<file path="config.mk">
export PLATFORM = sky130hd
export DESIGN_NAME = scrl_sync_release
export DESIGN_NICKNAME = d
export VERILOG_FILES = /design/src/hdl/scrl_sync_release.v /design/src/hdl/scrl_limit_chk.v
export VERILOG_INCLUDE_DIRS = /design/src /design/src/shared
export SDC_FILE = /design/constraint.sdc
export NUM_CORES = 2
export LEC_CHECK = 0
export BUFFER_PORTS_ARGS = -buffer_cell sky130_fd_sc_hd__buf_2
export CORE_UTILIZATION = 57
export CTS_CLUSTER_DIAMETER = 40
export DETAILED_ROUTE_END_ITERATION = 6
export PLACE_DENSITY = 0.76
export SLEW_MARGIN = 25
export SYNTH_ARGS = -nofsm -noshare
export SYNTH_HDL_FRONTEND = slang
export SYNTH_HIERARCHICAL = 1
export SYNTH_SLANG_ARGS = --single-unit
</file>
<file path="constraint.sdc">
create_clock -name clock_in -period 37 [get_ports clock_in]
set_input_delay 5.55 -clock clock_in [delete_from_list [all_inputs] [get_ports clock_in]]
set_output_delay 5.55 -clock clock_in [all_outputs]
set_load 0.005 [all_outputs]
</file>
<file path="src/shared/scrl_map.vh">
/*
  constants of the synchrocheck release logic: widths, number formats
  and fixed arithmetic factors.
  assumes: included by bare name from the design files under hdl/.
*/
`ifndef SCRL_MAP_VH
`define SCRL_MAP_VH

// magnitudes are unsigned counts of one common voltage unit
`define SCRL_MAG_W 16
// frequencies are unsigned, in millihertz
`define SCRL_FRQ_W 16
// angles are unsigned tenths of a degree, 0 .. 3599
`define SCRL_ANG_W 12
// breaker closing time in milliseconds
`define SCRL_TCL_W 16

// one full turn and half a turn in tenths of a degree
`define SCRL_ANG_FULL 15'sh0E10
`define SCRL_ANG_HALF 15'sh0708
// angle step per vector group number, 30 degrees
`define SCRL_ANG_STEP_VG 12'h12C

// line/bus ratio is unsigned with 12 fraction bits (1.0 = 0x1000)
`define SCRL_RATIO_FRAC 12
`define SCRL_RATIO_ONE 16'h1000

// advance angle = mHz * ms * 3.6e-3 tenths of a degree,
// taken as mHz * ms * 236 / 2^16
`define SCRL_ADV_GAIN 8'hEC
`define SCRL_ADV_SHIFT 16

// phase select codes for the bus input matched to the line input
`define SCRL_SEL_P1 2'h0
`define SCRL_SEL_P2 2'h1
`define SCRL_SEL_P3 2'h2

`endif

</file>
<file path="src/hdl/scrl_sync_release.v">
/*
  synchrocheck release: compares the bus side with the line side for
  magnitude, slip and angle, and releases a breaker close when all
  three agree, when an enabled dead/live override applies, or when the
  bypass is set. optional transformer correction and close advance.
  assumes: one set of measured values per sample_valid_in pulse, all
  inputs synchronous to clock_in, settings held static while running.

  // Contract
  // - bus quantities come from inputs one to three, line from input four.
  // - a setting selects which bus phase the line input is compared with.
  // - bus inputs are phase-to-neutral or phase-to-phase per configuration.
  // - slip is the absolute difference of bus and line frequency.
  // - synchronous only while magnitude, slip and angle are all in limits.
  // - machine-to-grid releases early by the breaker closing time.
  // - grid-to-grid uses the same three checks without any advance.
  // - supervises manual, automatic or both close requests per setting.
  // - enabled dead/live bus/line conditions release without synchronism.
  // - external bypass forces release; its user secures synchronism.
  // - transformer mode corrects amplitude and/or angle before comparing.
  // - amplitude correction scales by the line/bus voltage ratio.
  // - angle correction is +30 deg times group, minus if primary on line.
*/
`timescale 1ns/100ps
`default_nettype none
`include "scrl_map.vh"

module scrl_sync_release (
  input wire clock_in,
  input wire rst_in,
  // measured values, one set per pulse
  input wire sample_valid_in,
  input wire [`SCRL_MAG_W-1:0] bus_mag1_in,
  input wire [`SCRL_MAG_W-1:0] bus_mag2_in,
  input wire [`SCRL_MAG_W-1:0] bus_mag3_in,
  input wire [`SCRL_ANG_W-1:0] bus_ang1_in,
  input wire [`SCRL_ANG_W-1:0] bus_ang2_in,
  input wire [`SCRL_ANG_W-1:0] bus_ang3_in,
  input wire [`SCRL_FRQ_W-1:0] bus_freq_in,
  input wire [`SCRL_MAG_W-1:0] line_voltage_input_mag_in,
  input wire [`SCRL_ANG_W-1:0] line_voltage_input_ang_in,
  input wire [`SCRL_FRQ_W-1:0] line_freq_in,
  // configuration
  input wire [1:0] phase_sel_in,
  input wire bus_phase_to_phase_in,
  input wire synchronization_scheme_in,
  input wire [`SCRL_MAG_W-2:0] magnitude_limit_in,
  input wire [`SCRL_FRQ_W-1:0] slip_limit_in,
  input wire [`SCRL_ANG_W-1:0] phase_limit_in,
  input wire [`SCRL_TCL_W-1:0] breaker_close_time_in,
  input wire supervise_manual_in,
  input wire supervise_auto_in,
  input wire live_bus_dead_line_in,
  input wire dead_bus_live_line_in,
  input wire dead_bus_dead_line_in,
  input wire [`SCRL_MAG_W-1:0] live_level_in,
  input wire [`SCRL_MAG_W-1:0] dead_level_in,
  input wire transformer_mode_in,
  input wire amp_corr_en_in,
  input wire ang_corr_en_in,
  input wire [15:0] line_bus_ratio_in,
  input wire [3:0] vector_group_in,
  input wire primary_line_side_in,
  input wire bypass_in,
  // close requests from the breaker control
  input wire manual_close_in,
  input wire auto_close_in,
  // results
  output reg synchronous_out,
  output reg release_out,
  output reg manual_close_out,
  output reg auto_close_out,
  output reg [`SCRL_FRQ_W-1:0] slip_out,
  output reg signed [14:0] angle_diff_out
);

  // synchronization_scheme_in codes
  localparam GRID_TO_GRID = 1'b0;
  localparam MACHINE_TO_GRID = 1'b1;

  reg [`SCRL_MAG_W-1:0] bus_mag;
  reg [`SCRL_ANG_W-1:0] bus_ang;
  reg [31:0] scaled_prod;
  reg [`SCRL_MAG_W:0] bus_scaled;
  reg signed [`SCRL_MAG_W+1:0] mag_dev_d;
  reg signed [`SCRL_FRQ_W:0] frq_dev;
  reg [`SCRL_FRQ_W-1:0] slip_d;
  reg [12:0] corr_abs;
  reg signed [14:0] corr;
  reg signed [14:0] ang_raw;
  reg signed [14:0] ang_now;
  reg signed [40:0] adv_prod;
  reg signed [24:0] adv_full;
  reg signed [14:0] adv;
  reg signed [14:0] ang_dev_d;
  reg bus_live_d;
  reg bus_dead_d;
  reg line_live_d;
  reg line_dead_d;

  reg signed [`SCRL_MAG_W+1:0] mag_dev_q;
  reg signed [`SCRL_FRQ_W:0] frq_dev_q;
  reg signed [14:0] ang_dev_q;
  reg bus_live_q;
  reg bus_dead_q;
  reg line_live_q;
  reg line_dead_q;
  reg stage_q;

  wire mag_ok;
  wire slip_ok;
  wire ang_ok;

  // brings an angle difference back into -180.0 .. +180.0 degrees
  function signed [14:0] wrap_angle;
    input signed [14:0] a;
    reg signed [14:0] r;
    begin
      r = a;
      if (r < -`SCRL_ANG_HALF) begin
        r = r + `SCRL_ANG_FULL;
      end
      if (r < -`SCRL_ANG_HALF) begin
        r = r + `SCRL_ANG_FULL;
      end
      if (r > `SCRL_ANG_HALF) begin
        r = r - `SCRL_ANG_FULL;
      end
      if (r > `SCRL_ANG_HALF) begin
        r = r - `SCRL_ANG_FULL;
      end
      wrap_angle = r;
    end
  endfunction

  // pick the bus input that the line input is wired against
  always @* begin
    case (phase_sel_in)
      `SCRL_SEL_P2: begin
        bus_mag = bus_mag2_in;
        bus_ang = bus_ang2_in;
      end
      `SCRL_SEL_P3: begin
        bus_mag = bus_mag3_in;
        bus_ang = bus_ang3_in;
      end
      default: begin
        bus_mag = bus_mag1_in;
        bus_ang = bus_ang1_in;
      end
    endcase
  end

  // live/dead states; with phase-to-phase inputs each value spans two
  // phases, so the bus counts live only if all three are live and dead
  // only if all three are dead, keeping one open phase from looking live
  always @* begin
    if (bus_phase_to_phase_in) begin
      bus_live_d = (bus_mag1_in >= live_level_in) &&
        (bus_mag2_in >= live_level_in) && (bus_mag3_in >= live_level_in);
      bus_dead_d = (bus_mag1_in <= dead_level_in) &&
        (bus_mag2_in <= dead_level_in) && (bus_mag3_in <= dead_level_in);
    end else begin
      bus_live_d = bus_mag >= live_level_in;
      bus_dead_d = bus_mag <= dead_level_in;
    end
    line_live_d = line_voltage_input_mag_in >= live_level_in;
    line_dead_d = line_voltage_input_mag_in <= dead_level_in;
  end

  // amplitude correction: bus scaled by the line/bus ratio; a product
  // past 17 bits saturates, so a wrapped value can never look in limit
  always @* begin
    scaled_prod = {16'h0000, bus_mag} * {16'h0000, line_bus_ratio_in};
    if (!(transformer_mode_in && amp_corr_en_in)) begin
      bus_scaled = {1'b0, bus_mag};
    end else if (|scaled_prod[31:`SCRL_RATIO_FRAC+`SCRL_MAG_W+1]) begin
      bus_scaled = 17'h1FFFF;
    end else begin
      bus_scaled = scaled_prod[`SCRL_RATIO_FRAC+`SCRL_MAG_W:`SCRL_RATIO_FRAC];
    end
    mag_dev_d = $signed({2'b00, line_voltage_input_mag_in}) -
      $signed({1'b0, bus_scaled});
  end

  // signed frequency deviation and slip
  always @* begin
    frq_dev = $signed({1'b0, line_freq_in}) - $signed({1'b0, bus_freq_in});
    if (frq_dev[`SCRL_FRQ_W]) begin
      slip_d = bus_freq_in - line_freq_in;
    end else begin
      slip_d = line_freq_in - bus_freq_in;
    end
  end

  // angle correction from the vector group, sign by primary side
  always @* begin
    corr_abs = {9'h000, vector_group_in} * {1'b0, `SCRL_ANG_STEP_VG};
    if (!(transformer_mode_in && ang_corr_en_in)) begin
      corr = 15'sh0000;
    end else if (primary_line_side_in) begin
      corr = -$signed({2'b00, corr_abs});
    end else begin
      corr = $signed({2'b00, corr_abs});
    end
    ang_raw = $signed({3'b000, line_voltage_input_ang_in}) -
      $signed({3'b000, bus_ang}) - corr;
    ang_now = wrap_angle(ang_raw);
  end

  // close advance: the angle reached after the breaker closing time;
  // clamped to half a turn so a large slip cannot alias the prediction
  always @* begin
    adv_prod = $signed({{24{frq_dev[`SCRL_FRQ_W]}}, frq_dev}) *
      $signed({25'h0000000, breaker_close_time_in}) *
      $signed({33'h000000000, `SCRL_ADV_GAIN});
    adv_full = adv_prod[`SCRL_ADV_SHIFT+24:`SCRL_ADV_SHIFT];
    if (adv_full > $signed({10'h000, `SCRL_ANG_HALF})) begin
      adv = `SCRL_ANG_HALF;
    end else if (adv_full < -$signed({10'h000, `SCRL_ANG_HALF})) begin
      adv = -`SCRL_ANG_HALF;
    end else begin
      adv = adv_full[14:0];
    end
    case (synchronization_scheme_in)
      MACHINE_TO_GRID: ang_dev_d = wrap_angle(ang_now + adv);
      GRID_TO_GRID: ang_dev_d = ang_now;
      default: ang_dev_d = ang_now;
    endcase
  end

  // stage one: capture the deviations of one sample set
  always @(posedge clock_in) begin
    if (rst_in) begin
      mag_dev_q <= 18'sh00000;
      frq_dev_q <= 17'sh00000;
      ang_dev_q <= 15'sh0000;
      bus_live_q <= 1'b0;
      bus_dead_q <= 1'b0;
      line_live_q <= 1'b0;
      line_dead_q <= 1'b0;
      slip_out <= 16'h0000;
      angle_diff_out <= 15'sh0000;
      stage_q <= 1'b0;
    end else begin
      stage_q <= sample_valid_in;
      if (sample_valid_in) begin
        mag_dev_q <= mag_dev_d;
        frq_dev_q <= frq_dev;
        ang_dev_q <= ang_dev_d;
        bus_live_q <= bus_live_d;
        bus_dead_q <= bus_dead_d;
        line_live_q <= line_live_d;
        line_dead_q <= line_dead_d;
        slip_out <= slip_d;
        angle_diff_out <= ang_now;
      end
    end
  end

  // stage two: the three limit checks
  scrl_limit_chk #(.W(`SCRL_MAG_W+2)) u_mag_chk (
    .clock_in(clock_in),
    .rst_in(rst_in),
    .update_in(stage_q),
    .dev_in(mag_dev_q),
    .limit_in({2'b00, magnitude_limit_in}),
    .within_out(mag_ok)
  );

  scrl_limit_chk #(.W(`SCRL_FRQ_W+1)) u_slip_chk (
    .clock_in(clock_in),
    .rst_in(rst_in),
    .update_in(stage_q),
    .dev_in(frq_dev_q),
    .limit_in(slip_limit_in),
    .within_out(slip_ok)
  );

  scrl_limit_chk #(.W(15)) u_ang_chk (
    .clock_in(clock_in),
    .rst_in(rst_in),
    .update_in(stage_q),
    .dev_in(ang_dev_q),
    .limit_in({2'b00, phase_limit_in}),
    .within_out(ang_ok)
  );

  // stage three: synchronism, overrides, bypass and close gating;
  // a failed quantity drops the indication on the next cycle, no hold
  always @(posedge clock_in) begin
    if (rst_in) begin
      synchronous_out <= 1'b0;
      release_out <= 1'b0;
      manual_close_out <= 1'b0;
      auto_close_out <= 1'b0;
    end else begin
      synchronous_out <= mag_ok && slip_ok && ang_ok;
      release_out <= (mag_ok && slip_ok && ang_ok) ||
        (live_bus_dead_line_in && bus_live_q && line_dead_q) ||
        (dead_bus_live_line_in && bus_dead_q && line_live_q) ||
        (dead_bus_dead_line_in && bus_dead_q && line_dead_q) ||
        bypass_in;
      manual_close_out <= manual_close_in &&
        (!supervise_manual_in || release_out);
      auto_close_out <= auto_close_in &&
        (!supervise_auto_in || release_out);
    end
  end

endmodule

`default_nettype wire

</file>
<file path="src/hdl/scrl_limit_chk.v">
/*
  one limit check: flags a signed deviation whose absolute value lies
  within an unsigned limit; the flag is registered and refreshed only
  on the update strobe.
  assumes: the deviation and limit are stable while update_in is high.
*/
`timescale 1ns/100ps
`default_nettype none

module scrl_limit_chk #(
  parameter W = 16
) (
  input wire clock_in,
  input wire rst_in,
  input wire update_in,
  input wire signed [W-1:0] dev_in,
  input wire [W-2:0] limit_in,
  output reg within_out
);

  reg [W-1:0] mag;

  // absolute value, the most negative code saturates to the top
  always @* begin
    if (dev_in[W-1]) begin
      mag = -dev_in;
    end else begin
      mag = dev_in;
    end
  end

  // a saturated magnitude is never within any limit
  always @(posedge clock_in) begin
    if (rst_in) begin
      within_out <= 1'b0;
    end else if (update_in) begin
      within_out <= ~mag[W-1] && (mag[W-2:0] <= limit_in);
    end
  end

endmodule

`default_nettype wire

</file>
After elaboration in Yosys (flattened, before gate mapping)
Index checks and enable logic that the tools add are counted.
- output and inout bits: 35
- register bits: 93
- input bits: 274
- word-level logic and storage cells: 123
- multiplexer cells: 26
- $mul: 4
- magnitude comparators: 23
- bitwise operators: 4
- $add $sub $neg: 19
- reduce and logical (&&, ||, !) cells: 28
- equality and inequality tests: 2
- operators with widths (kind ; number):
    $mux W15 ; 16
    $le A16 B16 Y1 ; 6
    $ge A16 B16 Y1 ; 5
    $add A15 B13 Y15 const B ; 4
    $gt A15 B12 Y1 const B ; 4
    $lt A15 B12 Y1 const B ; 4
    $sub A15 B13 Y15 const B ; 4
    $mux W17 ; 3
    $mul A34 B7 Y39 const B ; 1
    $mul A17 B17 Y34 ; 1
    $mul A16 B16 Y32 ; 1
    $pmux W16 S2 ; 1
    $sub A16 B16 Y16 ; 2
    $pmux W15 S2 ; 1
    $gt A25 B12 Y1 const B ; 1
    $lt A25 B12 Y1 const B ; 1
    $pmux W12 S2 ; 1
    $logic_and A1 B1 Y1 ; 19
    $mux W18 ; 1
    $neg A18 Y18 ; 1
    $sub A16 B17 Y18 ; 1
    $le A17 B15 Y1 ; 1
    $neg A17 Y17 ; 1
    $sub A16 B16 Y17 ; 1
    15 further kinds ; 25

Depth between registers and ports, before layout
- depth in word-level cells: 26
- gate-level depth with buffers: 107
- depth with buffers taken out: 105

Hierarchy
Netlist, hierarchy kept.
- modules (own cells, without submodules) (module ; times used ; cells each ; seq. area each (µm²) ; area an instance (µm²)):
    scrl_sync_release ; 1 ; 4620 ; 1781.7 ; 39212.6
    scrl_limit_chk at u_mag_chk ; 1 ; 114 ; 20.0 ; 842.1
    scrl_limit_chk at u_slip_chk ; 1 ; 110 ; 20.0 ; 775.7
    scrl_limit_chk at u_ang_chk ; 1 ; 94 ; 20.0 ; 660.6

Least setup slack after synthesis
OpenSTA, ideal clock, no wires.
- kind: input port to flip-flop
- start: input line_freq_in[0]
- end: register ang_dev_q[10]
- slack: 9.400 ns
- buffers on the path: 5
- arrival: 27.470 ns
- stages: 101
- required time: 36.869 ns
- setup time: 0.131 ns
- path through: inv_1 > ha_1 > inv_1 > fa_1 > a21o_1 > a21oi_1 > o21bai_1 > a21oi_1 > o21ai_0 > a21oi_1 > o21bai_1 > a21oi_1 > o21bai_1 > a21oi_1 > o21bai_1 > a21oi_1 > o21bai_1 > a21oi_1 > [65 not listed] > buf_6 > nand2_1 > clkbuf_1 > mux2i_1 > ha_1 > nand2_1 > a22o_1 > o32ai_2 > a21oi_1 > buf_4 > mux2_2 > ha_1 > o2111a_1 > a2bb2oi_1 > o21bai_1 > a311oi_1 > xnor2_1 > o22ai_1
- cells in the longest elaborated chain, start to end: 19
- elaborated cells between the ends (all ways): 24
- classes of those cells: add/sub: 6; mul: 2; order compare: 6; mux: 10
- ends and longest elaborated chain (what ; line ; RTL):
    start, declared ; scrl_sync_release.v:42 ; input wire [`SCRL_FRQ_W-1:0] line_freq_in,
    $sub A16 B16 Y17 * ; scrl_sync_release.v:188 ; frq_dev = $signed({1'b0, line_freq_in}) - $signed({1'b0, bus_freq_in});
    $mul A17 B17 Y34 * ; scrl_sync_release.v:214 ; adv_prod = $signed({{24{frq_dev[`SCRL_FRQ_W]}}, frq_dev}) *
    $mul A34 B7 Y39 * ; scrl_sync_release.v:214 ;
    $lt A25 B12 Y1 ; scrl_sync_release.v:220 ; end else if (adv_full < -$signed({10'h000, `SCRL_ANG_HALF})) begin
    $mux W15 ; scrl_sync_release.v:220 ;
    $mux W15 * ; scrl_sync_release.v:218 ; if (adv_full > $signed({10'h000, `SCRL_ANG_HALF})) begin
    $add A15 B15 Y15 * ; scrl_sync_release.v:226 ; MACHINE_TO_GRID: ang_dev_d = wrap_angle(ang_now + adv);
    $add A15 B13 Y15 (no source line) or $lt A15 B12 Y1 (tied branches) ; - ;
    [3 not listed] ; - ;
    $mux W15 * ; scrl_sync_release.v:123 ; if (r < -`SCRL_ANG_HALF) begin
    $mux W15 * ; scrl_sync_release.v:225 ; case (synchronization_scheme_in)
    $sub A15 B13 Y15 (no source line) or $gt A15 B12 Y1 (tied branches) ; - ;
    $mux W15 * ; scrl_sync_release.v:126 ; if (r > `SCRL_ANG_HALF) begin
    $mux W15 * ; scrl_sync_release.v:225 ;
    $sub A15 B13 Y15 (no source line) or $gt A15 B12 Y1 (tied branches) ; - ;
    $mux W15 * ; scrl_sync_release.v:129 ; if (r > `SCRL_ANG_HALF) begin
    $pmux W15 S2 * ; scrl_sync_release.v:225 ;
    end signal, assigned ; scrl_sync_release.v:250 ; ang_dev_q <= ang_dev_d;
    end, declared ; scrl_sync_release.v:103 ; reg signed [14:0] ang_dev_q;
Every way passes the cells marked *; elsewhere a longest branch is shown, timed or not. The select of a mux whose other input is x is not followed.
A chain may end at the register's enable or synchronous reset.

Final worst setup path
Same ends and word-level chain as after synthesis.

==> flow_summary.toml <==
[critical_path]
critical_path.max_stage_delay_ns = 0.73
crit_type = "input pin to register"
arrival_ns = 29.50
cp_slowest_cell = "nor2_1"
worstSetupEndpointType = "register"
critPathMaxFanout = 18
cpMostUsedCell = "a21oi_1"
startpoint_type = "input pin"
cp_data_required_time_ns = 37.26

[drt]
viasPerCell = 5.81
ant_nets = 0
num_vias = 35500
dr.pass1.iters = 6
drtIter0Drc = 2673
drcViolationCount = 0
wl_per_cell_um = 19.0
drt_wl_total_um = 116000

[timing]
finalCritPeriodShare_pct = 79.0
timing.final.max_slew_violations = 0
maxSlewHeadroom_pct = 29.7
tns_ns = 0
finClkSkew_ns = 0.0201
grt_setup_unrepaired = "no"
setup_viol = 0
period_minus_slack_ns = 29.24
max_freq_mhz = 34.2
tightest_slew_ns = 1.04
hold_violations = 0

[die]
initial_utilization_pct = 57.8
ios = 309
dieHeight_um = 272
die_w_um = 272
rows = 98
core_area_um2 = 71700
die_area_um2 = 73900

[yosys]
ys_seq_area_share_pct = 4.44
avgSynthCellArea_um2 = 8.40
ys_types = 119
synth-edff-count = 0
async_flop_share_pct = 0
synth-main-ff-cell = "dfxtp_1"
ys_ff_latch = 92
synthCells = 4938
yosys_warnings = 6
syn_area_um2 = 41500

[clock_network]
cts_tree = "built"
htreeDepth = 3
insertion_delay_ns = 0.39
cts_buffers = 9
post_cts_buffers = 0
clockBufferDepth = 2
path_clk_slew_ns = 0.08
cts.sinks = 92
cts_hold_buf = 0
cts_root_buffer = "clkbuf_16"
cts_resized = 0

[placed_design]
hpwl_um = 96900
finalWeightedCongestion = 0.996
numPortBuffers = 308

[grt]
grt_pass1_vias = 35300
grt_max_degree = 75
antenna_found_initial = 10
gr-total-overflow = 0
grt_pass1_wl_um = 188000
grt_usage_pct = 31.8

[min_path]
hp-class = "register to register"

[layout]
final_cell_mix = "inv_1, ha_1, fa_1, nand2_1, buf_2"
areaGrowthSynthToFinish_pct = 6.72
fillers = 6408
nets = 6611
final_common_cell = "inv_1"
drive_gt1_share_pct = 9.10

[status]
outcome = "completed"

[flow_run]
maxCapViolations = 0
-- per-layer routing --
layer,vias up,track usage [%],wire length [um]
met5,-,0,0
met4,0,7.44,2540
met3,204,4.22,7930
met2,1123,53.4,55200
met1,17500,43.4,50600
li1,16700,-,-
-- final timing paths --
path | end | from | depth (start not counted) | slack (ns)
worst max-delay path | ang_dev_q[10] | line_freq_in[0] | 99 | 7.76
worst min-delay path | angle_diff_out[1] | angle_diff_out[1] | 2 | 0.49
worst max register to register | u_mag_chk/within_out | mag_dev_q[0] | 12 | 33.71
worst min register to register | angle_diff_out[1] | angle_diff_out[1] | 2 | 0.49
-- critical path, delay by kind of cell --
kind,cells,cell delay (ns)
adder cells (fa/ha/maj),16,6.60
multiplexers,2,0.73
AND/OR/NAND/NOR,13,4.15
buffers and inverters,11,0.79
AO/OA/AOI/OAI,51,10.25
XOR/XNOR,6,1.37
-- registers in the layout, indices dropped and copies added, names as in the netlist, 15 cells and up --
register and flops:
ang_dev_q 15, angle_diff_out 15, frq_dev_q 17, mag_dev_q 18, slip_out 15
-- cells by family (layout without fill, tap and decap cells) --
kind of cell / after synthesis / count (layout) / share of synthesized area, %
other cells: 1 / 10 / 0.00904
buf+inv: 1014 / 1225 / 9.33
fa+ha+maj: 1190 / 1190 / 46.3
mux: 83 / 83 / 2.11
simple gates: 1364 / 1364 / 16.5
flops: 92 / 92 / 4.44
xor+xnor: 282 / 282 / 6.01
compound gates: 912 / 912 / 15.4
-- cells in the mapped netlist, types with 31 or more instances --
library cell	n	share of area [%]
fa_1	574	28
clkbuf_1	126	1.1
xnor2_1	194	4.1
xor2_1	85	1.8
nor3_1	47	0.57
nand2b_1	74	1.1
o21ai_0	131	1.6
dfxtp_1	92	4.4
mux2i_1	73	1.8
a211oi_1	48	0.87
o21bai_1	54	0.98
nand2_1	465	4.2
inv_1	859	7.8
nand3_1	48	0.58
and2_1	226	3.4
nand4_1	45	0.68
nor2b_1	83	1.3
a21o_1	108	2.0
ha_1	616	19
o21a_1	31	0.56
nor2_1	243	2.2
a21oi_1	234	2.8
-- per-stage QoR --
stage / utilization, % / hold slack (ns) / setup slack, ns / instances / cell area (um2)
2_1_floorplan: - / 0.461 / 9.40 / 4941 / 41500
3_3_place_gp: 61.3 / 0.466 / 7.96 / 6086 / 44000
3_5_place_dp: 61.3 / 0.472 / 7.22 / 6086 / 44000
4_1_cts: 61.7 / 0.485 / 7.57 / 6102 / 44300
5_1_grt: 61.7 / 0.499 / 5.80 / 6108 / 44300
6_report: 61.7 / 0.489 / 7.76 / 6108 / 44300
-- layout make-up --
cell class | count | area [um2] | share of cell area (%)
antenna | 6 | 15.0 | 0.0339
inverter | 859 | 3220 | 7.28
clock buffer | 9 | 225 | 0.509
clock inverter | 7 | 67.6 | 0.153
sequential | 92 | 1840 | 4.16
timing repair buffer | 350 | 1860 | 4.20
tap | 950 | 1190 | 2.68
multi-input combinational | 3835 | 35900 | 81.0
Power is not shown: default switching activity piles up to over one toggle a cycle in this logic, so the estimate is an artifact.
